$ cat config.mk
export PLATFORM = sky130hd
export DESIGN_NAME = sssrc_top
export DESIGN_NICKNAME = d
export VERILOG_FILES = /design/src/logic/sssrc_pkg.sv /design/src/logic/sssrc_top.sv /design/src/logic/sssrc_cmd_mux.sv
export VERILOG_INCLUDE_DIRS = /design/src /design/src/logic
export SDC_FILE = /design/constraint.sdc
export NUM_CORES = 1
export LEC_CHECK = 0
export BUFFER_PORTS_ARGS = -buffer_cell sky130_fd_sc_hd__buf_2
export CAP_MARGIN = 10
export CELL_PAD_IN_SITES_DETAIL_PLACEMENT = 1
export CELL_PAD_IN_SITES_GLOBAL_PLACEMENT = 2
export CORE_MARGIN = 3
export CORE_UTILIZATION = 27
export CTS_CLUSTER_SIZE = 24
export DETAILED_ROUTE_END_ITERATION = 8
export GPL_TIMING_DRIVEN = 0
export HOLD_SLACK_MARGIN = 0.08
export PLACE_DENSITY_LB_ADDON = 0.1
export SLEW_MARGIN = 25
export SYNTH_ARGS = -nofsm -noshare
export SYNTH_HDL_FRONTEND = slang
export SYNTH_SLANG_ARGS = --single-unit
export TNS_END_PERCENT = 30
$ cat constraint.sdc
create_clock -name pclk -period 2.1 [get_ports pclk]
set_input_delay 0.105 -clock pclk [delete_from_list [all_inputs] [get_ports pclk]]
set_output_delay 0.105 -clock pclk [all_outputs]
set_load 0.1 [all_outputs]
$ cat src/logic/sssrc_defines.svh
// Purpose: offsets, fields, reset values of the start/stop source selector
// Assumes: APB, 32-bit words, one aligned word per register
// Notes: included by the top module only
// Overview of operation
// - only one of three sources commands
// - primary source setting resets to terminal
// - selector input low picks primary source
// - selector input high picks secondary source
// - no selector input, serial bit chooses
// - serial selector bit resets to local
// - thermal state held from 0 to 100
// - thermal state 100 means overload tripped
// - class off disables overload once up
// - separate enable gives distinct starting class
`ifndef SSSRC_DEFINES_SVH
`define SSSRC_DEFINES_SVH
`define SSSRC_OFF_SRC 12'h000
`define SSSRC_OFF_CTRL 12'h004
`define SSSRC_OFF_OL 12'h008
`define SSSRC_OFF_THERM 12'h00C
`define SSSRC_OFF_STAT 12'h010
`define SSSRC_OFF_IRQ 12'h014
`define SSSRC_OFF_MASK 12'h018
`define SSSRC_SRC_PRI_LSB 0
`define SSSRC_SRC_SEC_LSB 2
`define SSSRC_SRC_DISEL_LSB 4
`define SSSRC_CTRL_LR_BIT 0
`define SSSRC_OL_RUN_LSB 0
`define SSSRC_OL_START_LSB 8
`define SSSRC_OL_SEP_BIT 16
`define SSSRC_RST_SRC 2'h1
`define SSSRC_RST_CLASS 6'h0A
`define SSSRC_THERM_MAX 7'h64
`define SSSRC_IRQ_W 3
`define SSSRC_IRQ_TRIP 0
`define SSSRC_IRQ_START 1
`define SSSRC_IRQ_STOP 2
`endif

$ cat src/logic/sssrc_pkg.sv
// Purpose: types of the start/stop source selector
// Assumes: defines header present
// Notes: source codes match the setting encoding
package sssrc_pkg;
	typedef enum logic [1:0] {
		SSSRC_KEYPAD = 2'h0,
		SSSRC_TERMINAL = 2'h1,
		SSSRC_SERIAL = 2'h2
	} sssrc_src_e;
	typedef logic [5:0] sssrc_class_t;
endpackage : sssrc_pkg

$ cat src/logic/sssrc_top.sv
// Purpose: start/stop source selection and overload configuration
// Assumes: APB slave on pclk; pins synchronised here
// Notes: thermal state written by the overload model over APB
`timescale 1ns/1ns
`default_nettype none
`include "sssrc_defines.svh"
module sssrc_top (
	// apb
	input wire logic pclk,
	input wire logic presetn,
	input wire logic psel,
	input wire logic penable,
	input wire logic pwrite,
	input wire logic [11:0] paddr,
	input wire logic [31:0] pwdata,
	output logic [31:0] prdata,
	output logic pready,
	output logic pslverr,
	// command pins: keypad, terminal
	input wire logic keypad_start,
	input wire logic keypad_stop,
	input wire logic term_start,
	input wire logic term_stop,
	// serial network commands, same clock
	input wire logic serial_start,
	input wire logic serial_stop,
	// local/remote selector input pin
	input wire logic lr_pin,
	// motor status
	input wire logic up_to_speed,
	// outputs
	output logic start_cmd,
	output logic stop_cmd,
	output logic remote_active_ff,
	output logic ol_enable_ff,
	output logic [5:0] ol_class_ff,
	output logic ol_tripped_ff,
	output logic irq_ff
);
	import sssrc_pkg::*;
	// synchronisers: keypad start/stop, terminal start/stop, selector
	logic [4:0] sync1_ff;
	logic [4:0] sync2_ff;
	logic [1:0] pri_src_ff;
	logic [1:0] sec_src_ff;
	logic di_sel_ff;
	logic lr_bit_ff;
	sssrc_class_t run_class_ff;
	sssrc_class_t start_class_ff;
	logic sep_ol_ff;
	logic [6:0] therm_ff;
	logic [`SSSRC_IRQ_W-1:0] stat_ff;
	logic [`SSSRC_IRQ_W-1:0] mask_ff;
	logic [31:0] prdata_ff;
	logic pready_ff;
	logic pslverr_ff;
	always_ff @(posedge pclk or negedge presetn) begin
		if (!presetn) begin
			sync1_ff <= 5'h00;
			sync2_ff <= 5'h00;
		end else begin
			sync1_ff <= {lr_pin, term_stop, term_start, keypad_stop, keypad_start};
			sync2_ff <= sync1_ff;
		end
	end
	// apb decode
	wire setup = psel && !penable;
	// writes land on the access edge that sees pready
	wire acc_done = psel && penable && pready_ff;
	wire wr = acc_done && pwrite;
	wire rd = setup && !pwrite;
	wire hit_src = paddr == `SSSRC_OFF_SRC;
	wire hit_ctrl = paddr == `SSSRC_OFF_CTRL;
	wire hit_ol = paddr == `SSSRC_OFF_OL;
	wire hit_therm = paddr == `SSSRC_OFF_THERM;
	wire hit_stat = paddr == `SSSRC_OFF_STAT;
	wire hit_irq = paddr == `SSSRC_OFF_IRQ;
	wire hit_mask = paddr == `SSSRC_OFF_MASK;
	wire mapped = hit_src | hit_ctrl | hit_ol | hit_therm | hit_stat | hit_irq | hit_mask;
	wire [1:0] wr_pri = pwdata[`SSSRC_SRC_PRI_LSB +: 2];
	wire [1:0] wr_sec = pwdata[`SSSRC_SRC_SEC_LSB +: 2];
	wire [6:0] wr_therm = pwdata[6:0];
	// source choice
	wire use_remote = di_sel_ff ? sync2_ff[4] : lr_bit_ff;
	wire [1:0] act_src = use_remote ? sec_src_ff : pri_src_ff;
	wire nxt_tripped = therm_ff == `SSSRC_THERM_MAX;
	// class off (0) removes protection only once up to speed
	wire starting = !up_to_speed;
	wire [5:0] nxt_class = (sep_ol_ff && starting) ? start_class_ff : run_class_ff;
	wire nxt_ol_en = starting || (run_class_ff != 6'h00);
	wire start_fwd;
	wire stop_fwd;
	logic start_d_ff;
	logic stop_d_ff;
	wire [`SSSRC_IRQ_W-1:0] events = {stop_fwd & ~stop_d_ff, start_fwd & ~start_d_ff,
		nxt_tripped & ~ol_tripped_ff};
	wire [`SSSRC_IRQ_W-1:0] stat_clr = (wr && hit_stat) ? pwdata[`SSSRC_IRQ_W-1:0] : '0;
	wire [`SSSRC_IRQ_W-1:0] nxt_stat = events | (stat_ff & ~stat_clr);
	sssrc_cmd_mux u_mux (
		.pclk(pclk),
		.presetn(presetn),
		.src_sel(act_src),
		.start_in({serial_start, sync2_ff[2], sync2_ff[0]}),
		.stop_in({serial_stop, sync2_ff[3], sync2_ff[1]}),
		.start_out(start_fwd),
		.stop_out(stop_fwd)
	);
	// read mux
	logic [31:0] rd_val;
	always_comb begin
		rd_val = 32'h0000_0000;
		if (hit_src) begin
			rd_val = {27'h0, di_sel_ff, sec_src_ff, pri_src_ff};
		end else if (hit_ctrl) begin
			rd_val = {31'h0, lr_bit_ff};
		end else if (hit_ol) begin
			rd_val = {15'h0, sep_ol_ff, 2'h0, start_class_ff, 2'h0, run_class_ff};
		end else if (hit_therm) begin
			rd_val = {25'h0, therm_ff};
		end else if (hit_stat) begin
			rd_val = {29'h0, stat_ff};
		end else if (hit_irq) begin
			rd_val = {26'h0, ol_enable_ff, ol_tripped_ff, remote_active_ff, 1'b0, act_src};
		end else if (hit_mask) begin
			rd_val = {29'h0, mask_ff};
		end
	end
	// configuration writes; illegal source code keeps old value
	always_ff @(posedge pclk or negedge presetn) begin
		if (!presetn) begin
			pri_src_ff <= `SSSRC_RST_SRC;
			sec_src_ff <= `SSSRC_RST_SRC;
			di_sel_ff <= 1'b0;
			lr_bit_ff <= 1'b0;
			run_class_ff <= `SSSRC_RST_CLASS;
			start_class_ff <= `SSSRC_RST_CLASS;
			sep_ol_ff <= 1'b0;
			mask_ff <= '0;
		end else if (wr) begin
			if (hit_src && wr_pri != 2'd3) begin
				pri_src_ff <= wr_pri;
			end
			if (hit_src && wr_sec != 2'd3) begin
				sec_src_ff <= wr_sec;
			end
			if (hit_src) begin
				di_sel_ff <= pwdata[`SSSRC_SRC_DISEL_LSB];
			end
			if (hit_ctrl) begin
				lr_bit_ff <= pwdata[`SSSRC_CTRL_LR_BIT];
			end
			if (hit_ol) begin
				run_class_ff <= pwdata[`SSSRC_OL_RUN_LSB +: 6];
				start_class_ff <= pwdata[`SSSRC_OL_START_LSB +: 6];
				sep_ol_ff <= pwdata[`SSSRC_OL_SEP_BIT];
			end
			if (hit_mask) begin
				mask_ff <= pwdata[`SSSRC_IRQ_W-1:0];
			end
		end
	end
	// thermal state, values above 100 clamp
	always_ff @(posedge pclk or negedge presetn) begin
		if (!presetn) begin
			therm_ff <= 7'h00;
		end else if (wr && hit_therm) begin
			therm_ff <= (wr_therm > `SSSRC_THERM_MAX) ? `SSSRC_THERM_MAX : wr_therm;
		end
	end
	// status and outputs
	always_ff @(posedge pclk or negedge presetn) begin
		if (!presetn) begin
			stat_ff <= '0;
			irq_ff <= 1'b0;
			remote_active_ff <= 1'b0;
			ol_tripped_ff <= 1'b0;
			ol_enable_ff <= 1'b1;
			ol_class_ff <= `SSSRC_RST_CLASS;
			start_d_ff <= 1'b0;
			stop_d_ff <= 1'b0;
		end else begin
			stat_ff <= nxt_stat;
			irq_ff <= |(nxt_stat & mask_ff);
			remote_active_ff <= use_remote;
			ol_tripped_ff <= nxt_tripped;
			ol_enable_ff <= nxt_ol_en;
			ol_class_ff <= nxt_class;
			start_d_ff <= start_fwd;
			stop_d_ff <= stop_fwd;
		end
	end
	// command outputs one flop behind the mux
	always_ff @(posedge pclk or negedge presetn) begin
		if (!presetn) begin
			start_cmd <= 1'b0;
			stop_cmd <= 1'b0;
		end else begin
			start_cmd <= start_fwd;
			stop_cmd <= stop_fwd;
		end
	end
	// apb answer: no wait states, pready in the first access cycle
	always_ff @(posedge pclk or negedge presetn) begin
		if (!presetn) begin
			prdata_ff <= 32'h0000_0000;
			pready_ff <= 1'b0;
			pslverr_ff <= 1'b0;
		end else begin
			pready_ff <= setup;
			pslverr_ff <= setup && !mapped;
			prdata_ff <= rd ? rd_val : 32'h0000_0000;
		end
	end
	assign prdata = prdata_ff;
	assign pready = pready_ff;
	assign pslverr = pslverr_ff;
endmodule : sssrc_top
`default_nettype wire

$ cat src/logic/sssrc_cmd_mux.sv
// Purpose: pick start/stop from the chosen source
// Assumes: inputs synchronous to pclk
// Notes: outputs registered
`timescale 1ns/1ns
`default_nettype none
module sssrc_cmd_mux (
	// clock and reset
	input wire logic pclk,
	input wire logic presetn,
	// selection
	input wire logic [1:0] src_sel,
	// start/stop per source: keypad, terminal, serial
	input wire logic [2:0] start_in,
	input wire logic [2:0] stop_in,
	// forwarded commands
	output logic start_out,
	output logic stop_out
);
	import sssrc_pkg::*;
	logic nxt_start;
	logic nxt_stop;
	// others fall out; illegal code forwards nothing
	assign nxt_start = (src_sel < 2'd3) ? start_in[src_sel] : 1'b0;
	assign nxt_stop = (src_sel < 2'd3) ? stop_in[src_sel] : 1'b0;
	always_ff @(posedge pclk or negedge presetn) begin
		if (!presetn) begin
			start_out <= 1'b0;
			stop_out <= 1'b0;
		end else begin
			start_out <= nxt_start;
			stop_out <= nxt_stop;
		end
	end
endmodule : sssrc_cmd_mux
`default_nettype wire

==> results.py <==
metrics = {
    "status": {
        "status": "complete, no violations",
    },
    "sta": {
        "max_slew_margin_pct": 60.0,
        "min_period_over_period_pct": 89.2,
        "worstMarginPinSlew_ns": 0.601,
        "finalSetupViolations": 0,
        "worst_slack_ns": 0.226,
        "finalHoldViolations": 0,
        "period_needed_ns": 1.87,
        "finClkSkew_ns": 0.00383,
        "finalSetupTns_ns": 0,
        "fmax_mhz": 534,
        "rsz0062_at_grt": "false",
        "finalMaxSlewViolations": 0,
    },
    "setup_path": {
        "critical_path.slowest_cell": "dlygate4sd3_1",
        "worst_path_most_repeated_cell": "buf_2",
        "cp_num_cells": 6,
        "r2r_setup_slack_ns": 0.24,
        "critPathMaxFanout": 10,
        "end_kind": "flip-flop",
        "cp_cell_sequence": "dlygate4sd3_1, buf_2, nand4_1, nor4_2, buf_2, mux2_2",
        "r2r_start": "di_sel_ff$_DFFE_PN0P_",
        "cpLargestDelayFamily": "buffers and inverters",
        "worst-setup-path-type": "in2reg",
        "crit_path_start_kind": "primary input",
        "critPathArrivalTime_ns": 2.09,
        "slowest_delay_ns": 0.52,
        "r2r-end": "prdata[1]$_DFF_PN0_",
        "path_buf_inv": 3,
        "required_ns": 2.32,
        "ff2ff_path_depth": 5,
        "startpoint": "psel",
    },
    "routing": {
        "wl_um": 8780,
        "drc": 0,
        "drt-initial-drc-count": 35,
        "wl_per_cell_um": 16.4,
        "firstDrtPassIters": 4,
        "vias_per_cell": 4.51,
        "ant_nets": 0,
        "vias": 2414,
    },
    "run": {
        "maxCapViolCount": 0,
    },
    "synth": {
        "yosysTopAreaCellShare_pct": 49.0,
        "ys_seq_elements": 72,
        "yosysWarnings": 0,
        "synth-main-ff-cell": "dfrtp_1",
        "synth_area_leader_cell": "dfrtp_1",
        "syn_area_um2": 3210,
        "yosysSeqAreaShare_pct": 56.4,
        "yosysUniqueCellTypes": 49,
        "syn_inst": 275,
        "syn_avg_cell_area_um2": 11.7,
        "synth_area_leaders": "dfrtp_1 (49%), dfstp_2 (7.4%), mux2_4 (5.1%), buf_4 (4.4%), mux2_2 (3.9%)",
        "async_flop_share_pct": 100,
        "synth_edf_count": 0,
    },
    "placement": {
        "port_buffers": 63,
        "dp_slack_ns": 0.0458,
        "gp_congestion": 0.706,
        "hpwl_um": 6490,
    },
    "power": {
        "irDropWorstVdd_uv": 320,
        "p_per_area_nw_per_um2": 788,
        "p_leak_nw": 2.18,
        "finalPower_mw": 3.40,
    },
    "min_path": {
        "whs_path_depth": 3,
        "hp-start": "penable",
        "hold_path.class": "in2reg",
        "whs_endpoint": "pready$_DFF_PN0_",
    },
    "cts": {
        "clk_pin_slew_ns": 0.05,
        "cts_buffers": 9,
        "h-tree-depth": 3,
        "postCtsSetupBuffers": 0,
        "cts_buffer_depth": 2,
        "cts_tree": "built",
        "clockRootBuffer": "clkbuf_16",
        "cts.sinks": 72,
        "clk_latency_ns": 0.33,
    },
    "finish": {
        "drive_above_1_share_pct": 37.5,
        "antennaDiodeCount": 0,
        "areaGrowthSynthToFinish_pct": 34.3,
        "fin_nets": 444,
    },
    "die": {
        "fp-row-count": 39,
        "fp.coreArea_um2": 11500,
        "die_area_um2": 13300,
        "die_w_um": 115,
        "die_h_um": 115,
        "ioPinCount": 103,
        "start_util_pct": 27.9,
    },
    "grt": {
        "antenna_found_initial": 0,
        "track_usage_pct": 14.1,
        "grt_pass1_wl_um": 14000,
        "grt_max_degree": 52,
        "grt_pass1_vias": 2564,
        "grt_overflow_total": 0,
    },
}
-- Yosys cell counts, types with 2 or more instances --
master and instances:
mux2_2 11, nand3_1 3, a21oi_1 7, a31oi_1 6, inv_1 7, a21o_1 4
buf_4 19, nand2b_1 3, nand3_2 2, dfrtp_1 63, buf_2 4, a22oi_1 3
and2_1 8, a211oi_1 2, nand3b_1 2, clkbuf_1 3, nand2_1 31, nand4_1 2
or4_1 2, a41oi_1 2, mux2_4 11, nor4_1 4, o22a_1 4, nor2_1 20
nor3_2 2, dfstp_2 9, and3_1 2, or3_1 2, nor2b_1 5, mux2i_1 4
o21ai_0 10
-- layer usage --
metal | up-vias | share of wire [%] | track usage, %
li1 | 1149 | - | -
met1 | 1189 | 48 | 19.8
met2 | 68 | 45 | 21.3
met3 | 8 | 4.7 | 3.58
met4 | 0 | 1.5 | 4.69
met5 | - | 0 | 0
-- worst min-delay path, stage by stage --
cell and delay [ns]:
buf_2 0.09, nand2b_1 0.15, inv_1 0.05
-- state kept, by name (all words and copies together) (netlist names), 2 cells and up --
name and flops:
therm_ff 7, mask_ff 3, prdata 14, run_class_ff 6, stat_ff 3, sync2_ff 5
sec_src_ff 2, start_class_ff 6, pri_src_ff 2, ol_class_ff 6, sync1_ff 5
-- final cells by class --
cell class                 instances  area (um2)
multi-input combinational        184        1250
inverter                           8        30.0
fill                            1288        7200
clock inverter                     4        70.1
sequential                        72        1810
buffer                            28         189
tap                              143         179
timing repair buffer              84         546
clock buffer                      12         236
-- cells by family after synthesis --
family                 count (synthesis)  share of synthesized area, %
AND/OR/NAND/NOR                       95                          16.2
flip-flops                            72                          56.4
AO/OA/AOI/OAI                         42                          8.76
buffers and inverters                 36                          6.81
multiplexers                          29                          11.7
other                                  1                         0.117
-- worst max path at each step --
| stage | endpoint |
|---|---|
| detailed placement | therm_ff[5]$_DFFE_PN0P_ |
| global route | therm_ff[5]$_DFFE_PN0P_ |
| global placement | therm_ff[5]$_DFFE_PN0P_ |
| finish | therm_ff[5]$_DFFE_PN0P_ |
| CTS | therm_ff[5]$_DFFE_PN0P_ |
| floorplan | di_sel_ff$_DFFE_PN0P_ |
-- placed cells by master (no fill, tap or decap), types with 3 or more instances in the layout --
master / netlist / final
clkbuf_1: 3 / 6
nand2_1: 31 / 31
mux2_2: 11 / 11
o22a_1: 4 / 4
dlygate4sd3_1: 0 / 20
a21oi_1: 7 / 7
nor2b_1: 5 / 5
clkbuf_16: 0 / 9
and2_1: 8 / 8
conb_1: 1 / 18
buf_4: 19 / 20
a22oi_1: 3 / 3
nor4_1: 4 / 3
inv_1: 7 / 7
a21o_1: 4 / 4
mux2_4: 11 / 11
mux2i_1: 4 / 4
nand2b_1: 3 / 3
buf_2: 4 / 66
dfrtp_1: 63 / 62
nor2_1: 20 / 20
a31oi_1: 6 / 6
nand3_1: 3 / 3
o21ai_0: 10 / 10
dfstp_2: 9 / 9
-- power breakdown --
group / internal (mW) / leakage, nW / switching (mW) / total, mW
sequential: 1.41 / 0.911 / 0.00598 / 1.41
combinational: 0.103 / 1.12 / 0.288 / 0.390
clock: 1.04 / 0.151 / 0.562 / 1.60
total: 2.55 / 2.18 / 0.855 / 3.40
-- timing repair --
item,4_1_cts,5_1_grt
gates resized for setup,0,1
endpoints found under the hold margin,85,0
endpoints found under the setup margin,0,1
hold buffers,20,0
-- through the flow --
stage / hold slack [ns] / std cells / utilization (%) / area (um2)
2_1_floorplan: -0.191 / 292 / - / 3280
3_3_place_gp: 0.213 / 498 / 32.8 / 3770
3_5_place_dp: 0.0247 / 499 / 33.0 / 3800
4_1_cts: 0.0870 / 535 / 37.4 / 4310
5_1_grt: 0.108 / 535 / 37.5 / 4320
6_report: 0.0954 / 535 / 37.5 / 4320
(Power assumes the default switching activity.)
